[src/sar_adc_pkg.sv]
package sar_adc_pkg;
	localparam int RESULT_WIDTH = 16;
	localparam int HALF_WIDTH = 8;
	// conversion length in rising edges of the conversion clock
	localparam int CONV_EDGES = 16;
	localparam logic [4:0] CONV_EDGES_CNT = 5'h10;
	// host-side clock limits, for reference only
	localparam int CONV_CLK_MIN_KHZ = 25;
	localparam int CONV_CLK_MAX_KHZ = 10000;
	// least conversion-start low time, in the system clock
	localparam int SYS_CLK_MHZ = 40;
	localparam int START_LOW_NS = 20;
	localparam int START_LOW_CYCLES = (START_LOW_NS * SYS_CLK_MHZ + 999) / 1000;
	localparam logic [15:0] RESULT_RESET = 16'h0000;
	localparam logic [15:0] CODE_ZERO = 16'h0000;
	localparam logic [15:0] CODE_MIDSCALE = 16'h8000;
	localparam logic [15:0] CODE_BELOW_MID = 16'h7fff;
	localparam logic [15:0] CODE_FULL = 16'hffff;

	typedef enum {
		ST_SAMPLE,
		ST_ARMED,
		ST_CONVERT
	} conv_state_type;

	typedef struct packed {
		logic cs_n;
		logic rd_n;
		logic half_sel;
	} read_ctl_type;

	typedef struct packed {
		logic [15:0] data;
		logic [15:0] oe;
	} bus_drive_type;
endpackage

[src/sar_readout_mux.sv]
`timescale 1ns/10ps
module sar_readout_mux
	import sar_adc_pkg::*;
(
	input wire logic [15:0] i_result, // held result word
	input wire sar_adc_pkg::read_ctl_type i_ctl, // chip select, read, half select
	output sar_adc_pkg::bus_drive_type o_bus // pin values and enables
);
	always_comb begin
		o_bus.data = i_result;
		if (i_ctl.half_sel) begin
			o_bus.data = {i_result[15:8], i_result[15:8]};
		end
		// drive only while both strobes are low
		if (!i_ctl.cs_n && !i_ctl.rd_n) begin
			o_bus.oe = 16'hffff;
		end else begin
			o_bus.oe = 16'h0000;
		end
	end
endmodule

[src/sar_adc_parallel_readout.sv]
`timescale 1ns/10ps
// Contract
// host supplies conversion clock between 25kHz and 10MHz.
// conversion clock may run continuously or be gated between conversions.
// host pulls conversion start low at least 20ns with chip select low.
// sample changes to hold on the falling edge of conversion start.
// conversion begins on the first conversion clock rise after start falls.
// sixteen rising conversion clock edges complete a conversion.
// busy rises right after start falls, falls when conversion ends.
// chip select must be low when start falls, else no conversion.
// data pins driven only while chip select and read both low. The enables are registered, so driving starts and stops one system clock later.
// host avoids reading from 125ns before to 10ns after start falls.
// results are straight binary, zero 0000 up to full scale FFFF.
// half select low gives full 16-bit word, msb on highest pin.
// half select low gives bits 7..0, high gives bits 15..8 on low pins.
// half select acts combinationally; read may stay low while it toggles. The pins are registered, so a toggle shows one system clock later.
// held result replaced only when next conversion finishes and busy falls.
module sar_adc_parallel_readout
	import sar_adc_pkg::*;
#(
	parameter int RESULT_BITS = RESULT_WIDTH,
	parameter int CONV_EDGE_COUNT = CONV_EDGES
) (
	input wire logic i_clk, // 40 MHz system clock
	input wire logic i_rst_n, // synchronous reset, active low
	input wire logic i_ce, // clock enable, freezes state while low
	input wire logic i_conv_clk, // conversion clock level, sampled
	input wire logic i_conversion_start_n, // start, active low
	input wire logic i_cs_n, // chip select, active low
	input wire logic i_rd_n, // read strobe, active low
	input wire logic i_half_sel, // half-word select
	input wire logic [15:0] i_sar_code, // straight binary code from comparator array
	output logic o_hold, // sample-and-hold in hold
	output logic o_busy, // conversion in progress
	output logic [15:0] o_result_pins, // data pin values
	output logic [15:0] o_result_pins_oe // data pin enables, high drives
);
	import sar_adc_pkg::*;

	conv_state_type state_reg, state_next;
	logic start_n_reg, start_n_next;
	logic conv_clk_reg, conv_clk_next;
	logic [4:0] edge_cnt_reg, edge_cnt_next;
	logic busy_reg, busy_next;
	logic hold_reg, hold_next;
	logic [15:0] result_reg, result_next;
	logic [15:0] pins_reg, pins_oe_reg;
	read_ctl_type ctl;
	bus_drive_type bus;
	logic start_fall, clk_rise;

	assign start_fall = start_n_reg && !i_conversion_start_n;
	assign clk_rise = !conv_clk_reg && i_conv_clk;

	always_comb begin
		state_next = state_reg;
		start_n_next = i_conversion_start_n;
		conv_clk_next = i_conv_clk;
		edge_cnt_next = edge_cnt_reg;
		busy_next = busy_reg;
		hold_next = hold_reg;
		result_next = result_reg;
		case (state_reg)
			ST_SAMPLE: begin
				if (start_fall && !i_cs_n) begin
					state_next = ST_ARMED;
					hold_next = 1'b1;
					busy_next = 1'b1;
					edge_cnt_next = 5'h00;
				end
			end
			ST_ARMED: begin
				// gated clock simply delays this edge
				if (clk_rise) begin
					state_next = ST_CONVERT;
					edge_cnt_next = 5'h01;
				end
			end
			ST_CONVERT: begin
				if (clk_rise) begin
					edge_cnt_next = edge_cnt_reg + 5'h01;
				end
				if (edge_cnt_reg == 5'(CONV_EDGE_COUNT)) begin
					state_next = ST_SAMPLE;
					busy_next = 1'b0;
					hold_next = 1'b0;
					result_next = i_sar_code;
				end
			end
			default: begin
				state_next = ST_SAMPLE;
			end
		endcase
	end

	always_ff @(posedge i_clk) begin
		if (!i_rst_n) begin
			state_reg <= ST_SAMPLE;
			start_n_reg <= 1'b1;
			conv_clk_reg <= 1'b0;
			edge_cnt_reg <= 5'h00;
			busy_reg <= 1'b0;
			hold_reg <= 1'b0;
			result_reg <= RESULT_RESET;
		end else if (i_ce) begin
			state_reg <= state_next;
			start_n_reg <= start_n_next;
			conv_clk_reg <= conv_clk_next;
			edge_cnt_reg <= edge_cnt_next;
			busy_reg <= busy_next;
			hold_reg <= hold_next;
			result_reg <= result_next;
		end
	end

	assign ctl = '{cs_n: i_cs_n, rd_n: i_rd_n, half_sel: i_half_sel};

	sar_readout_mux u_mux (
		.i_result(result_reg),
		.i_ctl(ctl),
		.o_bus(bus)
	);

	// pins registered so every output comes from a flip-flop
	always_ff @(posedge i_clk) begin
		if (!i_rst_n) begin
			pins_reg <= 16'h0000;
			pins_oe_reg <= 16'h0000;
		end else if (i_ce) begin
			pins_reg <= bus.data;
			pins_oe_reg <= bus.oe;
		end
	end

	assign o_busy = busy_reg;
	assign o_hold = hold_reg;
	assign o_result_pins = pins_reg;
	assign o_result_pins_oe = pins_oe_reg;

	property p_start_busy;
		@(posedge i_clk) disable iff (!i_rst_n)
		(i_ce && state_reg == ST_SAMPLE && start_fall && !i_cs_n) |=> (busy_reg && hold_reg);
	endproperty
	a_start_busy: assert property (p_start_busy) else $error("busy not raised on start");

	property p_no_cs;
		@(posedge i_clk) disable iff (!i_rst_n)
		(i_ce && state_reg == ST_SAMPLE && start_fall && i_cs_n) |=>
			(!busy_reg && state_reg == ST_SAMPLE);
	endproperty
	a_no_cs: assert property (p_no_cs) else $error("conversion without chip select");

	property p_first_edge;
		@(posedge i_clk) disable iff (!i_rst_n)
		(i_ce && state_reg == ST_ARMED && clk_rise) |=>
			(state_reg == ST_CONVERT && edge_cnt_reg == 5'h01);
	endproperty
	a_first_edge: assert property (p_first_edge) else $error("cycle one not counted");

	property p_end_count;
		@(posedge i_clk) disable iff (!i_rst_n)
		$fell(busy_reg) |-> $past(edge_cnt_reg) == CONV_EDGES_CNT;
	endproperty
	a_end_count: assert property (p_end_count) else $error("busy fell at wrong edge count");

	property p_result_stable;
		@(posedge i_clk) disable iff (!i_rst_n)
		!$fell(busy_reg) |-> $stable(result_reg);
	endproperty
	a_result_stable: assert property (p_result_stable) else $error("result changed mid conversion");

	property p_oe;
		@(posedge i_clk) disable iff (!i_rst_n)
		(i_ce && (i_cs_n || i_rd_n)) |=> (o_result_pins_oe == 16'h0000);
	endproperty
	a_oe: assert property (p_oe) else $error("pins driven without read");

	property p_full_word;
		@(posedge i_clk) disable iff (!i_rst_n)
		(i_ce && !i_half_sel) ##1 $stable(result_reg) |-> o_result_pins == result_reg;
	endproperty
	a_full_word: assert property (p_full_word) else $error("full word wrong");

	property p_upper_half;
		@(posedge i_clk) disable iff (!i_rst_n)
		(i_ce && i_half_sel) ##1 $stable(result_reg) |-> o_result_pins[7:0] == result_reg[15:8];
	endproperty
	a_upper_half: assert property (p_upper_half) else $error("upper half wrong");

	property p_low_half;
		@(posedge i_clk) disable iff (!i_rst_n)
		(i_ce && !i_half_sel) ##1 $stable(result_reg) |-> o_result_pins[7:0] == result_reg[7:0];
	endproperty
	a_low_half: assert property (p_low_half) else $error("lower half wrong");

	property p_oe_on;
		@(posedge i_clk) disable iff (!i_rst_n)
		(i_ce && !i_cs_n && !i_rd_n) |=> (o_result_pins_oe == 16'hffff);
	endproperty
	a_oe_on: assert property (p_oe_on) else $error("pins not driven during read");

	property p_busy_state;
		@(posedge i_clk) disable iff (!i_rst_n)
		busy_reg == (state_reg != ST_SAMPLE);
	endproperty
	a_busy_state: assert property (p_busy_state) else $error("busy out of step with state");

	property p_hold_busy;
		@(posedge i_clk) disable iff (!i_rst_n)
		hold_reg == busy_reg;
	endproperty
	a_hold_busy: assert property (p_hold_busy) else $error("hold out of step with busy");

	property p_armed_wait;
		@(posedge i_clk) disable iff (!i_rst_n)
		(i_ce && state_reg == ST_ARMED && !clk_rise) |=>
			(state_reg == ST_ARMED && edge_cnt_reg == 5'h00);
	endproperty
	a_armed_wait: assert property (p_armed_wait) else $error("conversion began without edge");

	property p_count_step;
		@(posedge i_clk) disable iff (!i_rst_n)
		(i_ce && state_reg == ST_CONVERT && clk_rise && edge_cnt_reg != CONV_EDGES_CNT) |=>
			(edge_cnt_reg == $past(edge_cnt_reg) + 5'h01);
	endproperty
	a_count_step: assert property (p_count_step) else $error("edge not counted");

	property p_result_load;
		@(posedge i_clk) disable iff (!i_rst_n)
		$fell(busy_reg) |-> (result_reg == $past(i_sar_code));
	endproperty
	a_result_load: assert property (p_result_load) else $error("result not loaded at end");
endmodule

[config.mk]
export PLATFORM = sky130hd
export DESIGN_NAME = sar_adc_parallel_readout
export DESIGN_NICKNAME = d
export VERILOG_FILES = /design/src/sar_adc_pkg.sv /design/src/sar_readout_mux.sv /design/src/sar_adc_parallel_readout.sv
export SDC_FILE = /design/constraint.sdc
export NUM_CORES = 1
export LEC_CHECK = 0
export ABC_AREA = 1
export BUFFER_PORTS_ARGS = -buffer_cell sky130_fd_sc_hd__buf_2
export CAP_MARGIN = 20
export CELL_PAD_IN_SITES_DETAIL_PLACEMENT = 1
export CELL_PAD_IN_SITES_GLOBAL_PLACEMENT = 2
export CORE_ASPECT_RATIO = 1.5
export CORE_UTILIZATION = 28
export DETAILED_ROUTE_END_ITERATION = 10
export PLACE_DENSITY = 0.84
export SLEW_MARGIN = 10
export SYNTH_ARGS = -nofsm -noshare
export SYNTH_HDL_FRONTEND = slang
export SYNTH_SLANG_ARGS = --single-unit
[constraint.sdc]
create_clock -name i_clk -period 1.74 [get_ports i_clk]
set_input_delay 0.261 -clock i_clk [delete_from_list [all_inputs] [get_ports i_clk]]
set_output_delay 0.261 -clock i_clk [all_outputs]
set_load 0.01 [all_outputs]
## Yosys cells after proc, flatten, opt, wreduce, memory -nomap -nowiden

Cells that the tools add are included.

- Register bits: 88
- Input port bits: 24
- Output and inout port bits: 34

- $add $sub $neg: 1
- Equal/unequal tests: 7
- Muxes and demuxes: 13
- Reductions and logical operators: 15

Operators by type and width:

| cell | number |
|---|---|
| $mux 32 | 3 |
| $pmux 32 s3 | 1 |
| $eq 32x1->1 const B | 1 |
| $eq 32x2->1 const B | 1 |
| $logic_not 32->1 | 1 |
| $mux 16 | 1 |
| $mux 5 | 3 |
| $pmux 5 s3 | 1 |
| $mux 8 | 1 |
| $ne 2x2->1 const B | 4 |
| $reduce_and 4->1 | 2 |
| $add 5x1->5 const B | 1 |
| $eq 5x5->1 const B | 1 |
| $reduce_and 5->1 | 1 |
| $logic_and 1x1->1 | 4 |
| $logic_not 1->1 | 4 |
| $reduce_and 3->1 | 1 |
| $reduce_bool 3->1 | 1 |
| $mux 1 | 2 |
| $pmux 1 s2 | 1 |
| $reduce_bool 2->1 | 1 |

## Logic depth before layout (Yosys ltp)

Gate-level depths: netlist of run 1.

- Depth in word-level cells: 5
- Depth in mapped cells: 10
- Gate-level depth less buffers: 10

## By module

From an unflattened synthesis of run 1, not the netlist that was laid out.

- Cell total of the unflattened synthesis: 354
- Area, all modules: 2543.7 µm²

Modules (own cells, without submodules):

| module | times used | cells an instance | area each (µm²) | seq. area each (µm²) |
|---|---|---|---|---|
| sar_adc_parallel_readout | 1 | 304 | 2262.2 | 1161.1 |
| sar_readout_mux | 1 | 50 | 281.5 | 0.0 |

## Worst setup path before layout of run 1

Ideal clock, no wire load.

- Path kind: flip-flop to flip-flop
- Start: register state_reg[0]
- End: register edge_cnt_reg[3]
- Library setup time: 114 ps
- Arrival time: 1236 ps
- Required time: 1626 ps
- Slack: 391 ps
- Stages on the path, launching flop included: 9
- Cells stage by stage: dfxtp_1 -> inv_1 -> ha_1 -> inv_2 -> nand2_2 -> a21oi_4 -> nand2_2 -> a21oi_1 -> nor2_1

- Word-level cells in the longest chain between the ends: 3
- Elaborated cells on any way between the ends: 9
- Those cells by class: 5 x eq/ne; 1 x mux; 3 x reduce/logical

RTL lines:

| item | line | text |
|---|---|---|
| from (decl) | sar_adc_parallel_readout.sv:40 | `conv_state_type state_reg, state_next;` |
| from (signal assigned) | sar_adc_parallel_readout.sv:106 | `state_reg <= state_next;` |
| $eq 32x2->1 (tied with other cells) | sar_adc_parallel_readout.sv:63 | `case (state_reg)` |
| $ne 2x2->1 (no source line) / $reduce_bool 3->1 (equally long branches) | n/a |  |
| $reduce_and 5->1 (no source line) | n/a |  |
| to (signal assigned) | sar_adc_parallel_readout.sv:109 | `edge_cnt_reg <= edge_cnt_next;` |
| to (decl) | sar_adc_parallel_readout.sv:43 | `logic [4:0] edge_cnt_reg, edge_cnt_next;` |

Several ways; a longest one is shown, not always the timed one.
A chain may end at the register's enable or synchronous reset.

## Worst setup path in the final report of run 1

Ends and elaborated chain as after synthesis.

==> metrics.csv, run 1 <==
stage;metric;value;unit
outcome;status;completed;
critical_path;crit_path_end_kind;register;
cts;htree_levels;2;
drt;ant_nets;0;
final_layout;area_delta_synth_final;17.4;%
critical_path;path_cells;inv_1, ha_1, inv_2, nand2_2, a21oi_4, nand2_2, a21oi_1, nor2_1;
cts;post_cts_buffers;0;
floorplan;die-area;7520;um2
critical_path;crit_path_top_delay_cell;dfxtp_1;
timing;clock-skew-final;0.0102;ns
critical_path;cp_common_cell;nand2_2;
placement;hpwl;3.49;mm
timing;slew_headroom;0.703;
critical_path;worst_ep_required_time;1.95;ns
grt;grt_max_degree;33;
critical_path;critPathArrivalTime;1.71;ns
floorplan;io_pins;58;
synth;ys_ff_latch;43;
floorplan;start_util;0.291;
power_and_ir_drop;pwr-share-clk;0.301;
timing;hold_viol_final;0;
synth;synthCells;267;
synth;syn_nets;297;
cts;post_cts.resized_instances;0;
power_and_ir_drop;p_int;0.00148;W
min_path;hp-class;primary input to register;
floorplan;die_h;106;um
timing;clock.fmax;0.663;GHz
power_and_ir_drop;ir_drop;0.519;mV
critical_path;critical_path.max_stage_delay;0.38;ns
timing;final.period_utilization;0.867;
synth;syn_area;2010;um2
grt;grt_pass1_vias;1725;
timing;rsz0062_at_grt;no;
final_layout;nets;337;
power_and_ir_drop;seq_power_share;0.504;
power_and_ir_drop;finalPower;0.00214;W
grt;antenna_found_initial;0;
drt;dr.pass1.iters;5;
power_and_ir_drop;switching_share;0.308;
drt;vias;1773;
placement;post_dp_cell_area;2270;um2
drt;wl;4.75;mm
power_and_ir_drop;powerDensity;908;nW/um2
power_and_ir_drop;leakage;1.13;nW
floorplan;rows;37;
critical_path;cp_max_fo;7;
final_layout;drive_gt1_frac;0.250;
grt;grt_pass1_wl;8.02;mm
synth;synth.distinct_cells;21;
critical_path;r2r_cells;8;
timing;min_period;1.51;ns
final_layout;n_antenna_cell;0;
critical_path;crit_type;register to register;
cts;cts_sinks;43;
min_path;whs_path_depth;4;
timing;setup_violations;0;
timing;drv_slew;0;
synth;syn_area_per_cell;7.52;um2
grt;grt-ovfl-total;0;
cts;cts_max_path_buffers;2;
synth;ys_seq_area_frac;0.429;
synth;synth_warnings;0;
timing;setup_tns;0;ns
cts;cts_tree;done;
power_and_ir_drop;p_comb_frac;0.195;
drt;drc;0;
drt;drt-initial-drc-count;66;
cts;clkTransAtPathRegs;0.09;ns
cts;cts_buffers;5;
grt;grt.total_usage;0.138;
flow_run;max_cap_viol_count;0;
floorplan;coreArea;6900;um2
floorplan;die_w;71.1;um
cts;cts_hold_buffers;0;
drt;via_per_inst;4.59;
placement;io_buffers;57;
drt;routedWlPerCell;12.3;um
power_and_ir_drop;p_switching;0.000660;W
cts;worst_skew_pair.late_latency;0.30;ns
critical_path;startpoint_type;register;
cts;cts_root_buf;clkbuf_8;
placement;gp_congestion;0.769;
timing;worst_pin_slew;0.445;ns
final_layout;postLayoutCellArea;2360;um2
## logic make-up after synthesis
kind of cell	share of synthesized area
AO/OA/AOI/OAI	0.229
adder cells (fa/ha/maj)	0.0374
buffers and inverters	0.171
flip-flops	0.429
AND/OR/NAND/NOR	0.134
## per-stage QoR
stage / worst slack, ns / utilization / hold slack (ns) / cells
finish: 0.232 / 0.342 / 0.191 / 386
global route: 0.0597 / 0.342 / 0.206 / 386
CTS: 0.218 / 0.342 / 0.184 / 386
detailed placement: 0.233 / 0.329 / 0.440 / 378
global placement: 0.299 / 0.329 / 0.432 / 378
floorplan: 0.391 / - / 0.384 / 267
## placed cells by master, fill, tap and decap left out, drive strengths merged
master,synthesis,final
nand2,31,31
ha,6,6
nor2,19,19
o21ai,36,36
clkinvlp,0,2
o211ai,9,9
nand4,2,2
inv,44,44
a21oi,40,40
clkinv,0,1
nand3,8,8
buf,24,61
clkbuf,4,5
nand3b,1,1
dfxtp,43,43
## power by group through the flow
stage                     Sequential [W]  Clock (W)  Combinational (W)
after floorplan                  0.00111          0           0.000297
after global placement           0.00110          0           0.000415
after detailed placement         0.00110          0           0.000425
after CTS                        0.00108   0.000683           0.000427
after global routing             0.00109   0.000713           0.000481
final                            0.00108   0.000645           0.000417
## cell type report
type / count / area, um2
Inverter: 44 / 165
Timing Repair Buffer: 61 / 340
Sequential cell: 43 / 861
Tap cell: 78 / 97.6
Multi-Input combinational cell: 152 / 803
Fill cell: 882 / 4540
Clock inverter: 3 / 20.0
Clock buffer: 5 / 68.8
## cells in the mapped netlist
cell | instances | area (um2)
dfxtp_1 | 43 | 861
inv_1 | 42 | 158
a21oi_1 | 39 | 195
nand2_1 | 28 | 105
o21ai_0 | 28 | 140
nor2_1 | 18 | 67.6
buf_4 | 17 | 128
o211ai_1 | 9 | 67.6
nand3_1 | 8 | 40.0
o21ai_1 | 8 | 40.0
buf_2 | 7 | 35.0
ha_1 | 6 | 75.1
clkbuf_1 | 4 | 15.0
inv_2 | 2 | 7.51
nand2_2 | 2 | 12.5
a21oi_4 | 1 | 16.3
nand2_4 | 1 | 11.3
nand3b_1 | 1 | 7.51
nand4_1 | 1 | 6.26
nand4_2 | 1 | 12.5
nor2_2 | 1 | 6.26
## worst max-delay path, delay by kind of cell, from the launching register on
family	cells	cell delay, ns
DFF	1	0.38
AOI/OAI and AO/OA	2	0.35
adders and majority gates	1	0.28
and+or+nand+nor	3	0.23
buffers and inverters	2	0.17
## final timing paths
kind / startpoint / end / slack [ns]
hold reg to reg: result_reg[2] / result_reg[2] / 0.45
hold / removal: i_rd_n / o_result_pins_oe[14] / 0.19
setup / recovery: state_reg[0] / edge_cnt_reg[3] / 0.23
setup reg to reg: state_reg[0] / edge_cnt_reg[3] / 0.23
## per-layer routing
metal  part of all wire  vias up  track usage  routed length [um]
met5                  0        -            0                   0
met2               0.52       33        0.242                2450
met3              0.034        8       0.0325                 160
li1                   -      924            -                   -
met4              0.025        0       0.0657                 118
met1               0.43      808        0.154                2030
Note: power is estimated with default switching activity, not from simulation.
==> run 2: changes to the inputs <==
Settings changed: ABC_AREA 1 to 0, CORE_UTILIZATION 28 to 31, HOLD_SLACK_MARGIN set to 0.1, PLACE_DENSITY 0.84 to 0.85, SLEW_MARGIN 10 to 20.
==> run 2 against run 1 <==
Clock skew down 0.0044 ns. Critical path depth fell by 2. Sequential cell count is the same. Combinational power decreased by 39%. Hold slack improved by 0.0048 ns. Non-clock buffer count rose by 5. Synthesized cell count decreased by 23%. Final cell count decreased by 16%. Synthesized area shrank 0.12%. Die area fell by 9.6%. Critical path type unchanged. Highest routed layer unchanged.
==> metrics.csv, run 2 <==
stage;metric;value;unit;change
placement;gp_congestion;0.827;;was 0.769
cts;htree_levels;2;;unchanged
power_and_ir_drop;leakage;1.09;nW;was 1.13 nW
timing;slew_headroom;0.714;;was 0.703
synth;ys_ff_latch;43;;unchanged
drt;wl;4.77;mm;was 4.75 mm
critical_path;r2r_slack;0.14;ns;was 0.23 ns
flow_run;max_cap_viol_count;0;;unchanged
synth;synth_most_common_cell;dfxtp_1;;unchanged
grt;grt_pass1_vias;1576;;was 1725
grt;grt_max_degree;27;;was 33
placement;place_ws;0.00148;ns;was 0.233 ns
drt;top_layer;met4;;unchanged
cts;cts_hold_buffers;0;;unchanged
critical_path;startpoint_type;register;;unchanged
final_layout;area_delta_synth_final;19.9;%;was 17.4%
min_path;hp-class;primary input to register;;unchanged
drt;drt-initial-drc-count;59;;was 66
cts;clkTransAtPathRegs;0.08;ns;was 0.09 ns
grt;grt-ovfl-total;0;;unchanged
timing;drv_slew;0;;unchanged
timing;hold_viol_final;0;;unchanged
critical_path;r2r_cells;6;;was 8
cts;cts_max_path_buffers;2;;unchanged
min_path;whs_path_depth;3;;was 4
floorplan;coreArea;6170;um2;was 6900 um2
placement;io_buffers;57;;unchanged
drt;met1_length;2.09;mm;was 2.03 mm
critical_path;cp_max_fo;5;;was 7
outcome;status;completed;;unchanged
timing;min_period;1.60;ns;was 1.51 ns
synth;synth-edff-count;0;;unchanged
timing;clock-skew-final;0.00584;ns;was 0.0102 ns
timing;worst_pin_slew;0.426;ns;was 0.445 ns
final_layout;nets;282;;was 337
power_and_ir_drop;ir_drop;0.480;mV;was 0.519 mV
final_layout;final_common_cell;buf_2;;unchanged
critical_path;crit_path_end_kind;register;;unchanged
final_layout;drive_gt1_frac;0.341;;was 0.250
floorplan;die-area;6800;um2;was 7520 um2
cts;worst_skew_pair.late_latency;0.30;ns;about the same
drt;wl_met2;2.42;mm;was 2.45 mm
min_path;min_from;i_sar_code[1];;was i_rd_n
drt;wl_met3;150;um;was 160 um
timing;final.period_utilization;0.921;;was 0.867
cts;cts_tree;done;;unchanged
synth;synthCells;205;;was 267
synth;synthArstFlopShare;0;;unchanged
timing;setup_violations;0;;unchanged
critical_path;worstSetupStartpoint;state_reg[0];;unchanged
synth;yosys-top-cells-area;dfxtp_1, mux2i_1, nor2_1;;was dfxtp_1, a21oi_1, inv_1
cts;cts_root_buf;clkbuf_8;;unchanged
cts;cts_sinks;43;;unchanged
synth;ys_seq_area_frac;0.429;;about the same
synth;synthTopCellsByCount;dfxtp_1, nor2_1, mux2i_1, buf_4, a211oi_1;;was dfxtp_1, inv_1, a21oi_1, nand2_1, o21ai_0
final_layout;n_antenna_cell;0;;unchanged
synth;synth_warnings;0;;unchanged
grt;grt_pass1_wl;7.55;mm;was 8.02 mm
floorplan;rows;35;;was 37
critical_path;r2r-start;state_reg[0];;unchanged
drt;vias;1586;;was 1773
floorplan;die_w;67.7;um;was 71.1 um
synth;synth.distinct_cells;38;;was 21
synth;synth_ff_type;dfxtp_1;;unchanged
drt;drc;0;;unchanged
floorplan;start_util;0.325;;was 0.291
drt;routedWlPerCell;14.6;um;was 12.3 um
critical_path;worst_ep_required_time;1.92;ns;was 1.95 ns
placement;hpwl;3.53;mm;was 3.49 mm
timing;clock.fmax;0.624;GHz;was 0.663 GHz
drt;ant_nets;0;;unchanged
critical_path;critPathArrivalTime;1.78;ns;was 1.71 ns
critical_path;crit_type;register to register;;unchanged
synth;syn_area;2000;um2;was 2010 um2
synth;netlist.area_leader.share;0.429;;about the same
drt;via_per_inst;4.87;;was 4.59
power_and_ir_drop;finalPower;0.00204;W;was 0.00214 W
grt;grt.total_usage;0.150;;was 0.138
power_and_ir_drop;powerDensity;850;nW/um2;was 908 nW/um2
timing;setup_tns;0;ns;unchanged
grt;antenna_found_initial;0;;unchanged
synth;syn_nets;235;;was 297
drt;dr.pass1.iters;4;;was 5
floorplan;die_h;100;um;was 106 um
synth;synth_largest_area_cell;dfxtp_1;;unchanged
cts;cts_buffers;5;;unchanged
synth;syn_area_per_cell;9.78;um2;was 7.52 um2
floorplan;io_pins;58;;unchanged
timing;setup_slack;0.137;ns;was 0.232 ns
final_layout;layout_common_cells;buf_2, dfxtp_1, nor2_1;;was buf_2, dfxtp_1, inv_1
-- run 2: cell types whose count changed after synthesis, moves of 2 or more --
cell / before / now
o221a_1: 0 / 2
o21ai_1: 8 / 1
a21oi_1: 39 / 5
a211oi_1: 0 / 8
nand3_1: 8 / 4
nand2_2: 2 / 0
o211ai_1: 9 / 0
o21ai_0: 28 / 2
buf_2: 7 / 3
nand2_1: 28 / 7
inv_1: 42 / 6
nor2_1: 18 / 38
mux2i_1: 0 / 36
-- run 2: cell families after synthesis --
kind of cell	share of synthesized area
mux	0.180
simple gates	0.150
buf+inv	0.102
fa+ha+maj	0.0375
flops	0.429
compound gates	0.102
-- run 2: report_power, final --
| group | internal, W | leakage [nW] | switching (W) | total, W |
|---|---|---|---|---|
| logic | 0.000110 | 0.692 | 0.000146 | 0.000256 |
| clock network | 0.000420 | 0.0502 | 0.000348 | 0.000768 |
| registers | 0.00100 | 0.350 | 0.0000153 | 0.00102 |
-- run 2: critical path, cell delays in order (launching register included) --
cell,delay (ns)
dfxtp_2,0.35
inv_1,0.06
ha_1,0.23
or2_4,0.24
a21o_1,0.25
o311ai_2,0.25
o41ai_2,0.11
-- run 2: stage by stage --
step / instances / instance area (um2) / hold slack [ns] / utilization
final: 326 / 2400 / 0.196 / 0.389
after CTS: 325 / 2370 / 0.193 / 0.384
after floorplan: 205 / 2000 / 0.389 / -
after detailed placement: 318 / 2260 / 0.464 / 0.367
after global routing: 326 / 2400 / 0.195 / 0.389
after global placement: 318 / 2260 / 0.445 / 0.367
-- run 2: timing repair --
action,CTS,global route
pin swaps,0,2
setup endpoints to repair,1,3
gates resized for setup,1,6
setup buffers,0,1
-- run 2: area by class of cell --
type	instances	area (um2)
inverter	7	26.3
multi-input combinational	129	960
tap	74	92.6
timing repair buffer	66	353
clock buffer	5	68.8
sequential	43	866
fill	721	3770
clock inverter	2	37.5
-- run 2: per-layer routing --
metal | up-vias | GRT usage
met5 | - | 0
met2 | 34 | 0.251
met3 | 10 | 0.0305
met1 | 758 | 0.179
li1 | 784 | -
met4 | 0 | 0.0655
-- run 2: final timing paths --
path | end
setup / recovery | edge_cnt_reg[2]
hold / removal | result_reg[1]
setup reg to reg | edge_cnt_reg[2]
hold reg to reg | start_n_reg
==> run 3: changes to the inputs <==
Settings changed: CORE_UTILIZATION 31 to 28, PLACE_DENSITY 0.85 to 0.81.
Clock period 1.74 ns to 1.4 ns, I/O delays scaled along.
==> run 3 against run 2 <==
The flow now finishes with violations (setup timing). Setup slack got worse by 0.26 ns. First-iteration DRC count fell by 58%. Combinational power grew 42%. Register-to-register slack got worse by 0.26 ns. Core utilization shrank 1.5 points. Design area is 7.5% higher. Critical path depth did not move. Wire length increased by 1.6%. Sequential cell count did not move.
==> metrics.csv, run 3 (same netlist as run 2, synthesis figures left out) <==
stage;metric;value;unit;change
critical_path;crit_path_end_kind;register;;unchanged
drt;dr.pass1.iters;2;;was 4
final_layout;fill_cells;789;;was 721
grt;grt.total_usage;0.139;;was 0.150
timing;final.period_utilization;1.09;;was 0.921
cts;htree_levels;2;;unchanged
power_and_ir_drop;powerDensity;1080;nW/um2;was 850 nW/um2
critical_path;cp_max_fo;5;;unchanged
timing;min_period;1.52;ns;was 1.60 ns
timing;clock-skew-final;0.00517;ns;was 0.00584 ns
critical_path;startpoint_type;register;;unchanged
drt;drt-initial-drc-count;25;;was 59
min_path;hold_end;result_reg[1];;unchanged
drt;vias;1581;;was 1586
critical_path;r2r-start;state_reg[1];;was state_reg[0]
critical_path;worst_ep_required_time;1.58;ns;was 1.92 ns
cts;cts_tree;done;;unchanged
power_and_ir_drop;p_int;0.00212;W;was 0.00153 W
min_path;whs_path_depth;3;;unchanged
power_and_ir_drop;leakage;1.13;nW;was 1.09 nW
drt;via_per_inst;4.66;;was 4.87
floorplan;start_util;0.291;;was 0.325
placement;gp_congestion;0.755;;was 0.827
final_layout;utilization;0.375;;was 0.389
placement;hpwl;3.68;mm;was 3.53 mm
floorplan;die_w;71.1;um;was 67.7 um
critical_path;r2r-end;edge_cnt_reg[2];;unchanged
cts;worst_skew_pair.late_latency;0.30;ns;about the same
timing;hold_viol_final;0;;unchanged
power_and_ir_drop;ir_drop;0.826;mV;was 0.480 mV
timing;clock.fmax;0.657;GHz;was 0.624 GHz
floorplan;rows;37;;was 35
critical_path;r2r_slack;-0.12;ns;was 0.14 ns
critical_path;crit_type;register to register;;unchanged
final_layout;layout_common_cells;buf_2, dfxtp_1, nor2_1;;unchanged
timing;slew_headroom;0.719;;was 0.714
power_and_ir_drop;p_comb_frac;0.130;;was 0.125
final_layout;nets;290;;was 282
final_layout;final_cells;339;;was 326
floorplan;die-area;7510;um2;was 6800 um2
min_path;hp-class;primary input to register;;unchanged
placement;dp_cells;329;;was 318
grt;antenna_found_initial;0;;unchanged
floorplan;coreArea;6900;um2;was 6170 um2
cts;cts_sinks;43;;unchanged
placement;place_ws;-0.120;ns;was 0.00148 ns
cts;cts_root_buf;clkbuf_8;;unchanged
floorplan;die_h;106;um;was 100 um
timing;setup_violations;22;;was 0
drt;ant_nets;0;;unchanged
cts;cts_max_path_buffers;2;;unchanged
placement;io_buffers;57;;unchanged
power_and_ir_drop;p_switching;0.000673;W;was 0.000510 W
floorplan;io_pins;58;;unchanged
critical_path;critPathArrivalTime;1.70;ns;was 1.78 ns
cts;clkTransAtPathRegs;0.09;ns;was 0.08 ns
grt;grt_max_degree;25;;was 27
power_and_ir_drop;pwr-share-clk;0.417;;was 0.376
grt;grt-ovfl-total;0;;unchanged
timing;rsz0062_at_grt;yes;;
drt;routedWlPerCell;14.3;um;was 14.6 um
final_layout;drive_gt1_frac;0.414;;was 0.341
cts;cts_buffers;5;;unchanged
final_layout;n_antenna_cell;0;;unchanged
drt;wl;4.85;mm;was 4.77 mm
critical_path;r2r_cells;6;;unchanged
timing;setup_slack;-0.121;ns;was 0.137 ns
flow_run;max_cap_viol_count;0;;unchanged
grt;grt_pass1_vias;1685;;was 1576
timing;worst_pin_slew;0.419;ns;was 0.426 ns
min_path;min_from;i_sar_code[1];;unchanged
power_and_ir_drop;switching_share;0.241;;was 0.250
power_and_ir_drop;seq_power_share;0.454;;was 0.499
outcome;status;complete, but fails checks;;was completed
final_layout;area_delta_synth_final;29.0;%;was 19.9%
drt;drc;0;;unchanged
outcome;violations;setup timing;;
timing;drv_slew;0;;unchanged
grt;grt_pass1_wl;8.20;mm;was 7.55 mm
timing;whs;0.148;ns;was 0.196 ns
final_layout;final_common_cell;buf_2;;unchanged
-- run 3: layout make-up --
cell class / instances / area (um2) / share of cell area
clock buffer: 5 / 68.8 / 0.0266
clock inverter: 3 / 67.6 / 0.0261
inverter: 7 / 31.3 / 0.0121
multi-input combinational: 129 / 1010 / 0.391
sequential: 43 / 868 / 0.336
tap: 78 / 97.6 / 0.0378
timing repair buffer: 74 / 442 / 0.171
-- run 3: power groups by stage --
stage | Combinational, W | Clock [W] | Sequential (W)
2_1_floorplan | 0.000204 | 0 | 0.00130
3_3_place_gp | 0.000329 | 0 | 0.00130
3_5_place_dp | 0.000337 | 0 | 0.00130
4_1_cts | 0.000349 | 0.00119 | 0.00127
5_1_grt | 0.000396 | 0.00124 | 0.00127
6_report | 0.000363 | 0.00117 | 0.00127
-- run 3: routing by layer --
layer  routed length (um)  part of all wire  global-route usage
met3                  126             0.026              0.0268
met2                 2750              0.57               0.262
met5                    0                 0                   0
met4                   72             0.015              0.0471
met1                 1900              0.39               0.153
-- run 3: what timing repair did --
item | 4_1_cts | 5_1_grt
hold endpoints to repair | 0 | 0
cloned | 0 | 0
hold buffers | 0 | 0
setup endpoints to repair | 24 | 24
buffers inserted | 2 | 0
pin swaps | 4 | 3
gates resized for setup | 4 | 9
-- run 3: worst max path at each step --
stage | from | end | slack (ns) | cells after the start
6_report | state_reg[1] | edge_cnt_reg[2] | -0.12 | 6
5_1_grt | state_reg[0] | edge_cnt_reg[2] | -0.18 | 6
4_1_cts | state_reg[1] | edge_cnt_reg[2] | -0.12 | 6
3_5_place_dp | state_reg[1] | edge_cnt_reg[2] | -0.12 | 6
3_3_place_gp | state_reg[1] | edge_cnt_reg[0] | -0.05 | 6
2_1_floorplan | edge_cnt_reg[1] | result_reg[0] | -0.14 | 7
-- run 3: metrics by stage --
step / instance area (um2) / TNS (ns) / total power [W]
final: 2580 / -0.690 / 0.00280
after global routing: 2580 / -2.40 / 0.00292
after global placement: 2380 / -0.285 / 0.00163
after floorplan: 2040 / -1.45 / 0.00151
after detailed placement: 2380 / -1.03 / 0.00164
after CTS: 2550 / -0.956 / 0.00281
-- run 3: critical path: stages, from the launching register on --
cell,delay (ns)
dfxtp_4,0.38
inv_2,0.04
ha_2,0.16
or2_4,0.23
a21o_1,0.22
o311ai_2,0.25
o41ai_2,0.11
